===== config.mk =====
export PLATFORM = sky130hd
export DESIGN_NAME = adc_core_trim_registers
export DESIGN_NICKNAME = d
export VERILOG_FILES = /design/src/trim_pkg.sv /design/src/adc_core_trim_registers.sv
export SDC_FILE = /design/constraint.sdc
export NUM_CORES = 1
export LEC_CHECK = 0
export BUFFER_PORTS_ARGS = -buffer_cell sky130_fd_sc_hd__buf_2
export CAP_MARGIN = 20
export CORE_ASPECT_RATIO = 1.2
export CORE_MARGIN = 1.5
export CORE_UTILIZATION = 45
export DETAILED_ROUTE_END_ITERATION = 10
export PLACE_DENSITY_LB_ADDON = 0.15
export SLEW_MARGIN = 20
export SYNTH_ARGS = -nofsm -noshare
export SYNTH_HDL_FRONTEND = slang
export SYNTH_SLANG_ARGS = --single-unit

===== constraint.sdc =====
create_clock -name I_CLK -period 7.6 [get_ports I_CLK]
set_input_delay 1.14 -clock I_CLK [delete_from_list [all_inputs] [get_ports I_CLK]]
set_output_delay 1.14 -clock I_CLK [all_outputs]
set_load 0.005 [all_outputs]

===== src/trim_pkg.sv =====
package trim_pkg;

   // ****************************************************************
   // Bus and field widths.
   // ****************************************************************
   localparam int ADDR_W = 10; // Register byte address width in bits.
   localparam int DATA_W = 16; // Register data width.
   localparam int OFS_W = 12; // Offset trim field width, bits 11:0.
   localparam int GAIN_W = 5; // Fine gain trim field width, bits 4:0.
   localparam int NUM_OFS = 6; // Offset trim registers in the bank.
   localparam int NUM_REGS = 8; // All trim registers in the bank.
   localparam int IDX_W = 3; // Width of a register index.

   // ****************************************************************
   // Register offsets.
   // ****************************************************************
   localparam logic [9:0] CORE2_INPUT_A_OFFSET_TRIM_ADDR = 10'h334;
   localparam logic [9:0] CORE2_INPUT_B_OFFSET_TRIM_ADDR = 10'h336;
   localparam logic [9:0] CORE3_INPUT_C_OFFSET_TRIM_ADDR = 10'h338;
   localparam logic [9:0] CORE3_INPUT_D_OFFSET_TRIM_ADDR = 10'h33a;
   localparam logic [9:0] CORE4_OFFSET_TRIM_ADDR = 10'h33c;
   localparam logic [9:0] CORE5_OFFSET_TRIM_ADDR = 10'h33e;
   localparam logic [9:0] CORE0_FINE_GAIN_TRIM_ADDR = 10'h360;
   localparam logic [9:0] CORE1_FINE_GAIN_TRIM_ADDR = 10'h361;

   // ****************************************************************
   // Register indices, reset values and writable masks.
   // ****************************************************************
   localparam logic [2:0] IDX_C2A = 3'h0; // Core 2, input pair A.
   localparam logic [2:0] IDX_C2B = 3'h1; // Core 2, input pair B.
   localparam logic [2:0] IDX_C3C = 3'h2; // Core 3, input pair C.
   localparam logic [2:0] IDX_C3D = 3'h3; // Core 3, input pair D.
   localparam logic [2:0] IDX_C4 = 3'h4; // Core 4 offset.
   localparam logic [2:0] IDX_C5 = 3'h5; // Core 5 offset.
   localparam logic [2:0] IDX_G0 = 3'h6; // Core 0 fine gain.
   localparam logic [2:0] IDX_G1 = 3'h7; // Core 1 fine gain.
   localparam logic [2:0] IDX_LAST = 3'h7; // Last fuse word index.
   localparam logic [15:0] OFS_RST = 16'h0000; // Nominal offset reset.
   localparam logic [15:0] GAIN_RST = 16'h0000; // Nominal gain reset.
   localparam logic [15:0] OFS_MASK = 16'hffff; // Offset register bits.
   localparam logic [15:0] GAIN_MASK = 16'h00ff; // Gain register bits.

   // ****************************************************************
   // Power-up fuse load sequencer states.
   // ****************************************************************
   typedef enum logic [1:0] {
      LOAD_ADDR,
      LOAD_WAIT,
      LOAD_DATA,
      LOAD_IDLE
   } load_state_t;

endpackage : trim_pkg

===== src/adc_core_trim_registers.sv =====
// Added by the designer: the plain strobed port.
`timescale 1ns/100ps

module adc_core_trim_registers (
   input wire logic I_CLK, // System clock, 200 MHz.
   input wire logic I_RST_N, // Synchronous reset, active low.
   input wire logic [trim_pkg::ADDR_W-1:0] I_ADDR, // Register byte address.
   input wire logic [trim_pkg::DATA_W-1:0] I_WDATA, // Register write data.
   input wire logic I_WR, // Write strobe, one cycle.
   input wire logic I_RD, // Read strobe, one cycle.
   output logic [trim_pkg::DATA_W-1:0] O_RDATA, // Read data, cycle after I_RD.
   input wire logic I_CORE2_SEL_B, // Core 2 samples pair B when high.
   input wire logic I_CORE3_SEL_D, // Core 3 samples pair D when high.
   output logic [trim_pkg::OFS_W-1:0] O_CORE2_OFS, // Core 2 offset trim.
   output logic [trim_pkg::OFS_W-1:0] O_CORE3_OFS, // Core 3 offset trim.
   output logic [trim_pkg::OFS_W-1:0] O_CORE4_OFS, // Core 4 offset trim.
   output logic [trim_pkg::OFS_W-1:0] O_CORE5_OFS, // Core 5 offset trim.
   output logic [trim_pkg::GAIN_W-1:0] O_CORE0_GAIN, // Core 0 fine gain trim.
   output logic [trim_pkg::GAIN_W-1:0] O_CORE1_GAIN, // Core 1 fine gain trim.
   output logic O_FUSE_RD, // Fuse read strobe, one cycle.
   output logic [trim_pkg::IDX_W-1:0] O_FUSE_ADDR, // Fuse word address.
   input wire logic [trim_pkg::DATA_W-1:0] I_FUSE_DATA, // Fuse word, cycle after strobe.
   output logic O_FUSE_BUSY // High while fuse values are loading.
);
   import trim_pkg::*;

   // ****************************************************************
   // Address decode.
   // ****************************************************************

   // Bit 3 of the decode says the address hits a trim register, bits 2:0 pick it.
   // Unlisted addresses, odd or even, fall through, so a stray access reads zero.
   // Maps a byte address to a hit flag and a register index.
   function automatic logic [3:0] decode_addr(input logic [ADDR_W-1:0] addr);
      logic [3:0] res;
      res = 4'h0;
      case (addr)
         CORE2_INPUT_A_OFFSET_TRIM_ADDR: res = {1'b1, IDX_C2A};
         CORE2_INPUT_B_OFFSET_TRIM_ADDR: res = {1'b1, IDX_C2B};
         CORE3_INPUT_C_OFFSET_TRIM_ADDR: res = {1'b1, IDX_C3C};
         CORE3_INPUT_D_OFFSET_TRIM_ADDR: res = {1'b1, IDX_C3D};
         CORE4_OFFSET_TRIM_ADDR: res = {1'b1, IDX_C4};
         CORE5_OFFSET_TRIM_ADDR: res = {1'b1, IDX_C5};
         CORE0_FINE_GAIN_TRIM_ADDR: res = {1'b1, IDX_G0};
         CORE1_FINE_GAIN_TRIM_ADDR: res = {1'b1, IDX_G1};
         default: res = 4'h0;
      endcase
      return res;
   endfunction : decode_addr

   // Returns the implemented bits of a register index.
   // Offset words keep all 16 bits, gain words only their low byte.
   function automatic logic [DATA_W-1:0] reg_mask(input int idx);
      return (idx < NUM_OFS) ? OFS_MASK : GAIN_MASK;
   endfunction : reg_mask

   logic [DATA_W-1:0] regs_q [NUM_REGS]; // Trim register storage.
   logic [3:0] wr_dec; // Decoded write address.
   logic [3:0] rd_dec; // Decoded read address.
   logic wr_hit; // Write to a mapped register.
   logic load_en; // Fuse word arrives this cycle.

   assign wr_dec = decode_addr(I_ADDR);
   assign rd_dec = decode_addr(I_ADDR);
   assign wr_hit = I_WR && wr_dec[3] && !O_FUSE_BUSY;

   // ****************************************************************
   // Power-up fuse load.
   // ****************************************************************
   load_state_t state_q; // Load sequencer state.
   logic [IDX_W-1:0] fuse_idx_q; // Word being loaded.

   // The fuse store answers one cycle after its strobe, so each word takes
   // three cycles: strobe out, data on the wire, data captured.
   // Software writes are refused until the last word has landed.
   assign load_en = (state_q == LOAD_DATA);

   // Walks the fuse words once after reset, one word every three cycles.
   always_ff @(posedge I_CLK) begin
      if (!I_RST_N) begin
         // Every reset starts the load again from word zero.
         state_q <= LOAD_ADDR;
         fuse_idx_q <= 3'h0;
      end else begin
         // Advance the load by one step.
         case (state_q)
            LOAD_ADDR: begin
               // The strobe for the current word leaves this cycle.
               state_q <= LOAD_WAIT;
            end
            LOAD_WAIT: begin
               // The fuse store is putting the word on its data lines.
               state_q <= LOAD_DATA;
            end
            LOAD_DATA: begin
               // Stop after the last word, else step to the next one.
               if (fuse_idx_q == IDX_LAST) begin
                  state_q <= LOAD_IDLE;
               end else begin
                  fuse_idx_q <= fuse_idx_q + 3'h1;
                  state_q <= LOAD_ADDR;
               end
            end
            LOAD_IDLE: begin
               // The load is over until the next reset.
               state_q <= LOAD_IDLE;
            end
            default: begin
               // An unknown state ends the load rather than looping.
               state_q <= LOAD_IDLE;
            end
         endcase
      end
   end

   // Drives the fuse strobe, address and busy flag from flip-flops.
   always_ff @(posedge I_CLK) begin
      if (!I_RST_N) begin
         // Busy stands from reset so no write slips in before the load.
         O_FUSE_RD <= 1'b0;
         O_FUSE_ADDR <= 3'h0;
         O_FUSE_BUSY <= 1'b1;
      end else begin
         // Busy drops in the cycle after the last word is captured.
         O_FUSE_RD <= (state_q == LOAD_ADDR);
         O_FUSE_ADDR <= fuse_idx_q;
         O_FUSE_BUSY <= !(load_en && fuse_idx_q == IDX_LAST) &&
                        (state_q != LOAD_IDLE);
      end
   end

   // ****************************************************************
   // Trim register storage.
   // ****************************************************************
   // One storage process per register keeps its load and its write together.
   for (genvar g = 0; g < NUM_REGS; g++) begin : g_reg
      // Fuse load first, then software writes; only real bits are kept.
      always_ff @(posedge I_CLK) begin
         if (!I_RST_N) begin
            // Nominal value until the fuse word arrives.
            regs_q[g] <= (g < NUM_OFS) ? OFS_RST : GAIN_RST;
         end else if (load_en && fuse_idx_q == IDX_W'(g)) begin
            // The factory word replaces the nominal value.
            regs_q[g] <= I_FUSE_DATA & reg_mask(g);
         end else if (wr_hit && wr_dec[2:0] == IDX_W'(g)) begin
            // A mapped write outside the load takes effect next cycle.
            regs_q[g] <= I_WDATA & reg_mask(g);
         end
      end
   end

   // ****************************************************************
   // Register read port.
   // ****************************************************************

   // Read data stand for one cycle only, then fall back to zero.
   // Returns the addressed register in the cycle after the strobe.
   always_ff @(posedge I_CLK) begin
      if (!I_RST_N) begin
         // Nothing to return while in reset.
         O_RDATA <= 16'h0000;
      end else if (I_RD && rd_dec[3]) begin
         // A mapped read returns the stored word in full.
         O_RDATA <= regs_q[rd_dec[2:0]];
      end else begin
         O_RDATA <= 16'h0000; // Unmapped or idle reads give zero.
      end
   end

   // ****************************************************************
   // Trim outputs to the converter cores.
   // ****************************************************************

   // Outputs lag the registers and selects by one cycle, so a core never
   // sees a value that is half switched.
   // Picks the per-pair trim for the shared cores and forwards the rest.
   always_ff @(posedge I_CLK) begin
      if (!I_RST_N) begin
         // Cores see zero trims while the block is in reset.
         O_CORE2_OFS <= 12'h000;
         O_CORE3_OFS <= 12'h000;
         O_CORE4_OFS <= 12'h000;
         O_CORE5_OFS <= 12'h000;
         O_CORE0_GAIN <= 5'h00;
         O_CORE1_GAIN <= 5'h00;
      end else begin
         // Offset fields pass as plain unsigned codes.
         O_CORE2_OFS <= I_CORE2_SEL_B ? regs_q[IDX_C2B][OFS_W-1:0] :
                        regs_q[IDX_C2A][OFS_W-1:0];
         O_CORE3_OFS <= I_CORE3_SEL_D ? regs_q[IDX_C3D][OFS_W-1:0] :
                        regs_q[IDX_C3C][OFS_W-1:0];
         O_CORE4_OFS <= regs_q[IDX_C4][OFS_W-1:0];
         O_CORE5_OFS <= regs_q[IDX_C5][OFS_W-1:0];
         O_CORE0_GAIN <= regs_q[IDX_G0][GAIN_W-1:0];
         O_CORE1_GAIN <= regs_q[IDX_G1][GAIN_W-1:0];
      end
   end
endmodule : adc_core_trim_registers


=== Word level (Yosys, flattened, before mapping) ===
Memory sizes are Yosys's and may differ from the RTL's. A register that Yosys moved wholly into a read port is not among the register bits.
Index checks and enable logic that the tools add are counted.

* Reduce and logical (&&, ||, !) cells: 32
* Equality and inequality tests: 26
* Add/sub/neg operators: 1
* Bitwise logic cells: 17
* Muxes and demuxes: 78

{| class="wikitable"
|+ Operators by type and width
! kind !! number
|-
| $mux 16 || 16
|-
| $eq 10x10->1 const B || 8
|-
| $mux 1 || 57
|-
| $pmux 4 s8 || 1
|-
| $eq 3x3->1 const B || 8
|-
| $mux 12 || 2
|-
| $logic_and 1x1->1 || 20
|-
| $or 1x1->1 || 16
|-
| $eq 3x2->1 const B || 4
|-
| $pmux 2 s4 || 1
|-
| $logic_not 1->1 || 7
|-
| $eq 3x1->1 const B || 2
|-
| $logic_not 3->1 || 2
|-
| $eq 2x2->1 const B || 2
|-
| $reduce_and 2->1 || 2
|-
| $add 3x1->3 const B || 1
|-
| $eq 2x1->1 const B || 1
|-
| $logic_not 2->1 || 1
|-
| $mux 2 || 1
|-
| $ne 2x2->1 const B || 1
|-
| $not 1->1 || 1
|}

* Bits of input ports: 48
* Bits in registers: 34
* Bits in writable memories: 128
* Output and inout port bits: 79
* Memories kept: 1
* Word-level logic and storage cells: 162

{| class="wikitable"
|+ Memories
! name !! depth !! bits a word !! rd ports !! clocked after memory_dff !! write ports !! line !! source
|-
| regs_q || 8 || 16 || 9 || 5 || 8 || adc_core_trim_registers.sv:57 || <nowiki>logic [DATA_W-1:0] regs_q [NUM_REGS];</nowiki>
|}

=== Depth between registers and ports, before layout ===
* Depth in word-level cells: 10
* Mapped depth: 8

=== Worst setup path after synthesis ===
No wires, ideal clock.

* Kind: input -> register
* Start: input port I_ADDR[3] (netlist bit)
* End: memory regs_q[2][0] (enable)
* Buffers on the path: 1
* Arrival: 3.501 ns
* Setup time: 0.411 ns
* Data required time: 7.189 ns
* Setup slack: 3.688 ns
* Cell stages on the path: 5
* Cells stage by stage: buf_6 or4b_4 a211oi_4 nand2_1 o21ai_0

{| class="wikitable"
|+ RTL lines
! item !! line !! source
|-
| from (decl) || adc_core_trim_registers.sv:7 || <nowiki>input wire logic [trim_pkg::ADDR_W-1:0] I_ADDR,</nowiki>
|-
| to (decl) || adc_core_trim_registers.sv:57 ||
|}

==> metrics.cfg <==
[setup_path]
path_class = in2reg
r2r-start = O_FUSE_BUSY$_SDFF_PN1_
crit_required_ps = 7690
cp.arrival_ps = 4020
critPathMaxFanout = 19
endpoint_kind = flip-flop
r2r_cells = 4
r2r_end = regs_q[3][2]$_DFFE_PP_
critPathLaunchType = input pin
r2r_slack_ps = 4610

[clock_tree]
cts_hold_buf = 0
clk_pin_slew_ps = 60
cts_tree = done
cts_root_buf = clkbuf_16
clk_latency_ps = 440
cts_resized = 0
htree_levels = 4
clockBufferDepth = 2
cts_setup_buffers = 0
numCtsBuffers = 17
clock-sinks = 196

[finish]
n_antenna_cell = 0
final_nets = 815
final_cell_mix = buf_2 (126), edfxtp_1 (112), a22o_1 (105)
mostFrequentLayoutCell = buf_2
drive_gt1_share_pct = 28.2
area_growth_pct = 16.5

[floorplan]
die_x_um = 129
pin_count = 127
core_area_sq_um = 18400
die-area_sq_um = 19800
fp.dieH_um = 154
initial_core_util_pct = 46.3
rows = 54

[synth]
synth_nets = 716
avgSynthCellArea_sq_um = 12.9
syn-cell-area_sq_um = 8510
synth_cell_type_count = 55
synthesis.instances = 662
synthTopCellsByArea = edfxtp_1 (40%), dfxtp_1 (20%), a22o_1 (11%)
ys_ff_latch = 196
synth_warnings = 0
synthArstFlopShare_pct = 0
synthFlopType = edfxtp_1
synth_edf_count = 112
synth_top_area_cell = edfxtp_1
synth-seq-area-share_pct = 59.3
synth_top_area_share_pct = 39.5

[power]
peakVddDrop_uv = 143
total_power_mw = 2.24
powerDensity_nw_per_um2 = 226
p_leak_nw = 4.10

[place]
gp_congestion = 1.03
dpl.hpwl_um = 16800
io_buffers = 126

[sta]
relSlewSlack_pct = 26.8
fin_crit_ps = 3930
holdWs_ps = 479
grt_setup_unrepaired = no
setup_viol = 0
tightest_slew_ps = 1090
period_share_pct = 51.7
hold_viol_final = 0
timing.fmax_mhz = 254
slew_violations = 0
clock_skew_ps = 7.63
setup_tns_ps = 0

[worst_hold_path]
worstHoldStart = regs_q[5][6]$_DFFE_PP_
hold_path_end = O_CORE5_OFS[6]$_SDFF_PN0_
holdPathStages = 1
min_path_type = reg2reg

[grt]
grt_antenna_before_repair = 0
grtUsageTotal_pct = 23.4
grt_first_pass_wirelength_um = 33700
grt_overflow = 0
grt_max_degree = 49
grt_pass1_vias = 5832

[detailed_routing]
drtAntennaViolNets = 0
drt_drc_violations_left = 0
via_count = 5964
routedWlPerCell_um = 22.2
totalWireLength_um = 22800
drt_first_pass_iters = 5
dr.first_iter.drc_count = 470
vias_per_cell = 5.81

[job]
drv_cap = 0

[outcome]
status = completed

## flip-flops by register name (all words and copies together) (netlist names), 2 cells and up
| name | cells |
|---|---|
| O_CORE1_GAIN | 5 |
| regs_q | 112 |
| O_CORE4_OFS | 12 |
| O_CORE3_OFS | 12 |
| O_CORE2_OFS | 12 |
| O_RDATA | 16 |
| O_FUSE_ADDR | 3 |
| state_q | 2 |
| O_CORE5_OFS | 12 |
| fuse_idx_q | 3 |
| O_CORE0_GAIN | 5 |
## cell type report
type,instances,area [sq um]
tap,252,315
sequential,196,5040
timing repair buffer,135,698
clock buffer,24,536
multi-input combinational,405,3220
inverter,6,22.5
clock inverter,8,85.1
fill,1600,8460
## worst max-delay path: stages
cell and delay (ps):
buf_2 160, or4b_4 570, a211o_1 650, nor4_4 950, or2_2 530
## cell families (layout without fill, tap and decap cells)
family / after synthesis / after routing / share of synthesized area (%)
AOI/OAI and AO/OA: 163 / 163 / 16.7
DFF: 196 / 196 / 59.3
xor gates and xnor gates: 1 / 1 / 0.103
buffers and inverters: 61 / 173 / 3.32
and+or+nand+nor: 159 / 159 / 10.4
adders and majority gates: 6 / 6 / 0.882
muxes: 76 / 76 / 9.29
## metrics by stage
stage               worst slack [ps]  area (sq um)  cells  utilization [%]
floorplan                       3690          8510    662                -
global placement                3480          9290    994             50.6
detailed placement              3330          9290    994             50.6
CTS                             3790          9910   1026             53.9
global route                    3480          9920   1026             54.0
finish                          3670          9920   1026             54.0
## synth_stat cells, types with 10 or more instances
cell type  instances
a221oi_1          10
mux2_2            14
buf_1             22
nor2_1            42
dfxtp_1           84
and2_1            35
edfxtp_1         112
nand2_1           40
buf_2             10
clkbuf_1          16
a22o_2            10
a22o_1           105
mux2i_1           61
## worst max-delay path by stage
stage / slack [ps] / cells after the start / endpoint / startpoint
final: 3670 / 5 / regs_q[3][2]$_DFFE_PP_ / I_ADDR[3]
after global routing: 3480 / 6 / regs_q[1][0]$_DFFE_PP_ / I_ADDR[7]
after CTS: 3790 / 6 / regs_q[1][0]$_DFFE_PP_ / I_ADDR[7]
after detailed placement: 3330 / 6 / regs_q[1][14]$_DFFE_PP_ / I_ADDR[7]
after global placement: 3480 / 5 / regs_q[3][12]$_DFFE_PP_ / I_ADDR[3]
after floorplan: 3690 / 5 / regs_q[2][0]$_DFFE_PP_ / I_ADDR[3]
## power breakdown
group	switching [mW]	leakage (nW)	internal, mW
combinational	0.0959	1.95	0.0524
sequential	0.0196	1.85	1.16
clock	0.384	0.300	0.531
## metal layers
metal,part of all wire (%),track usage (%)
met1,38,26.1
met3,6.0,5.22
met2,53,42.8
met4,3.4,9.58
met5,0,0
No activity file was read; power rests on OpenSTA's default activity.
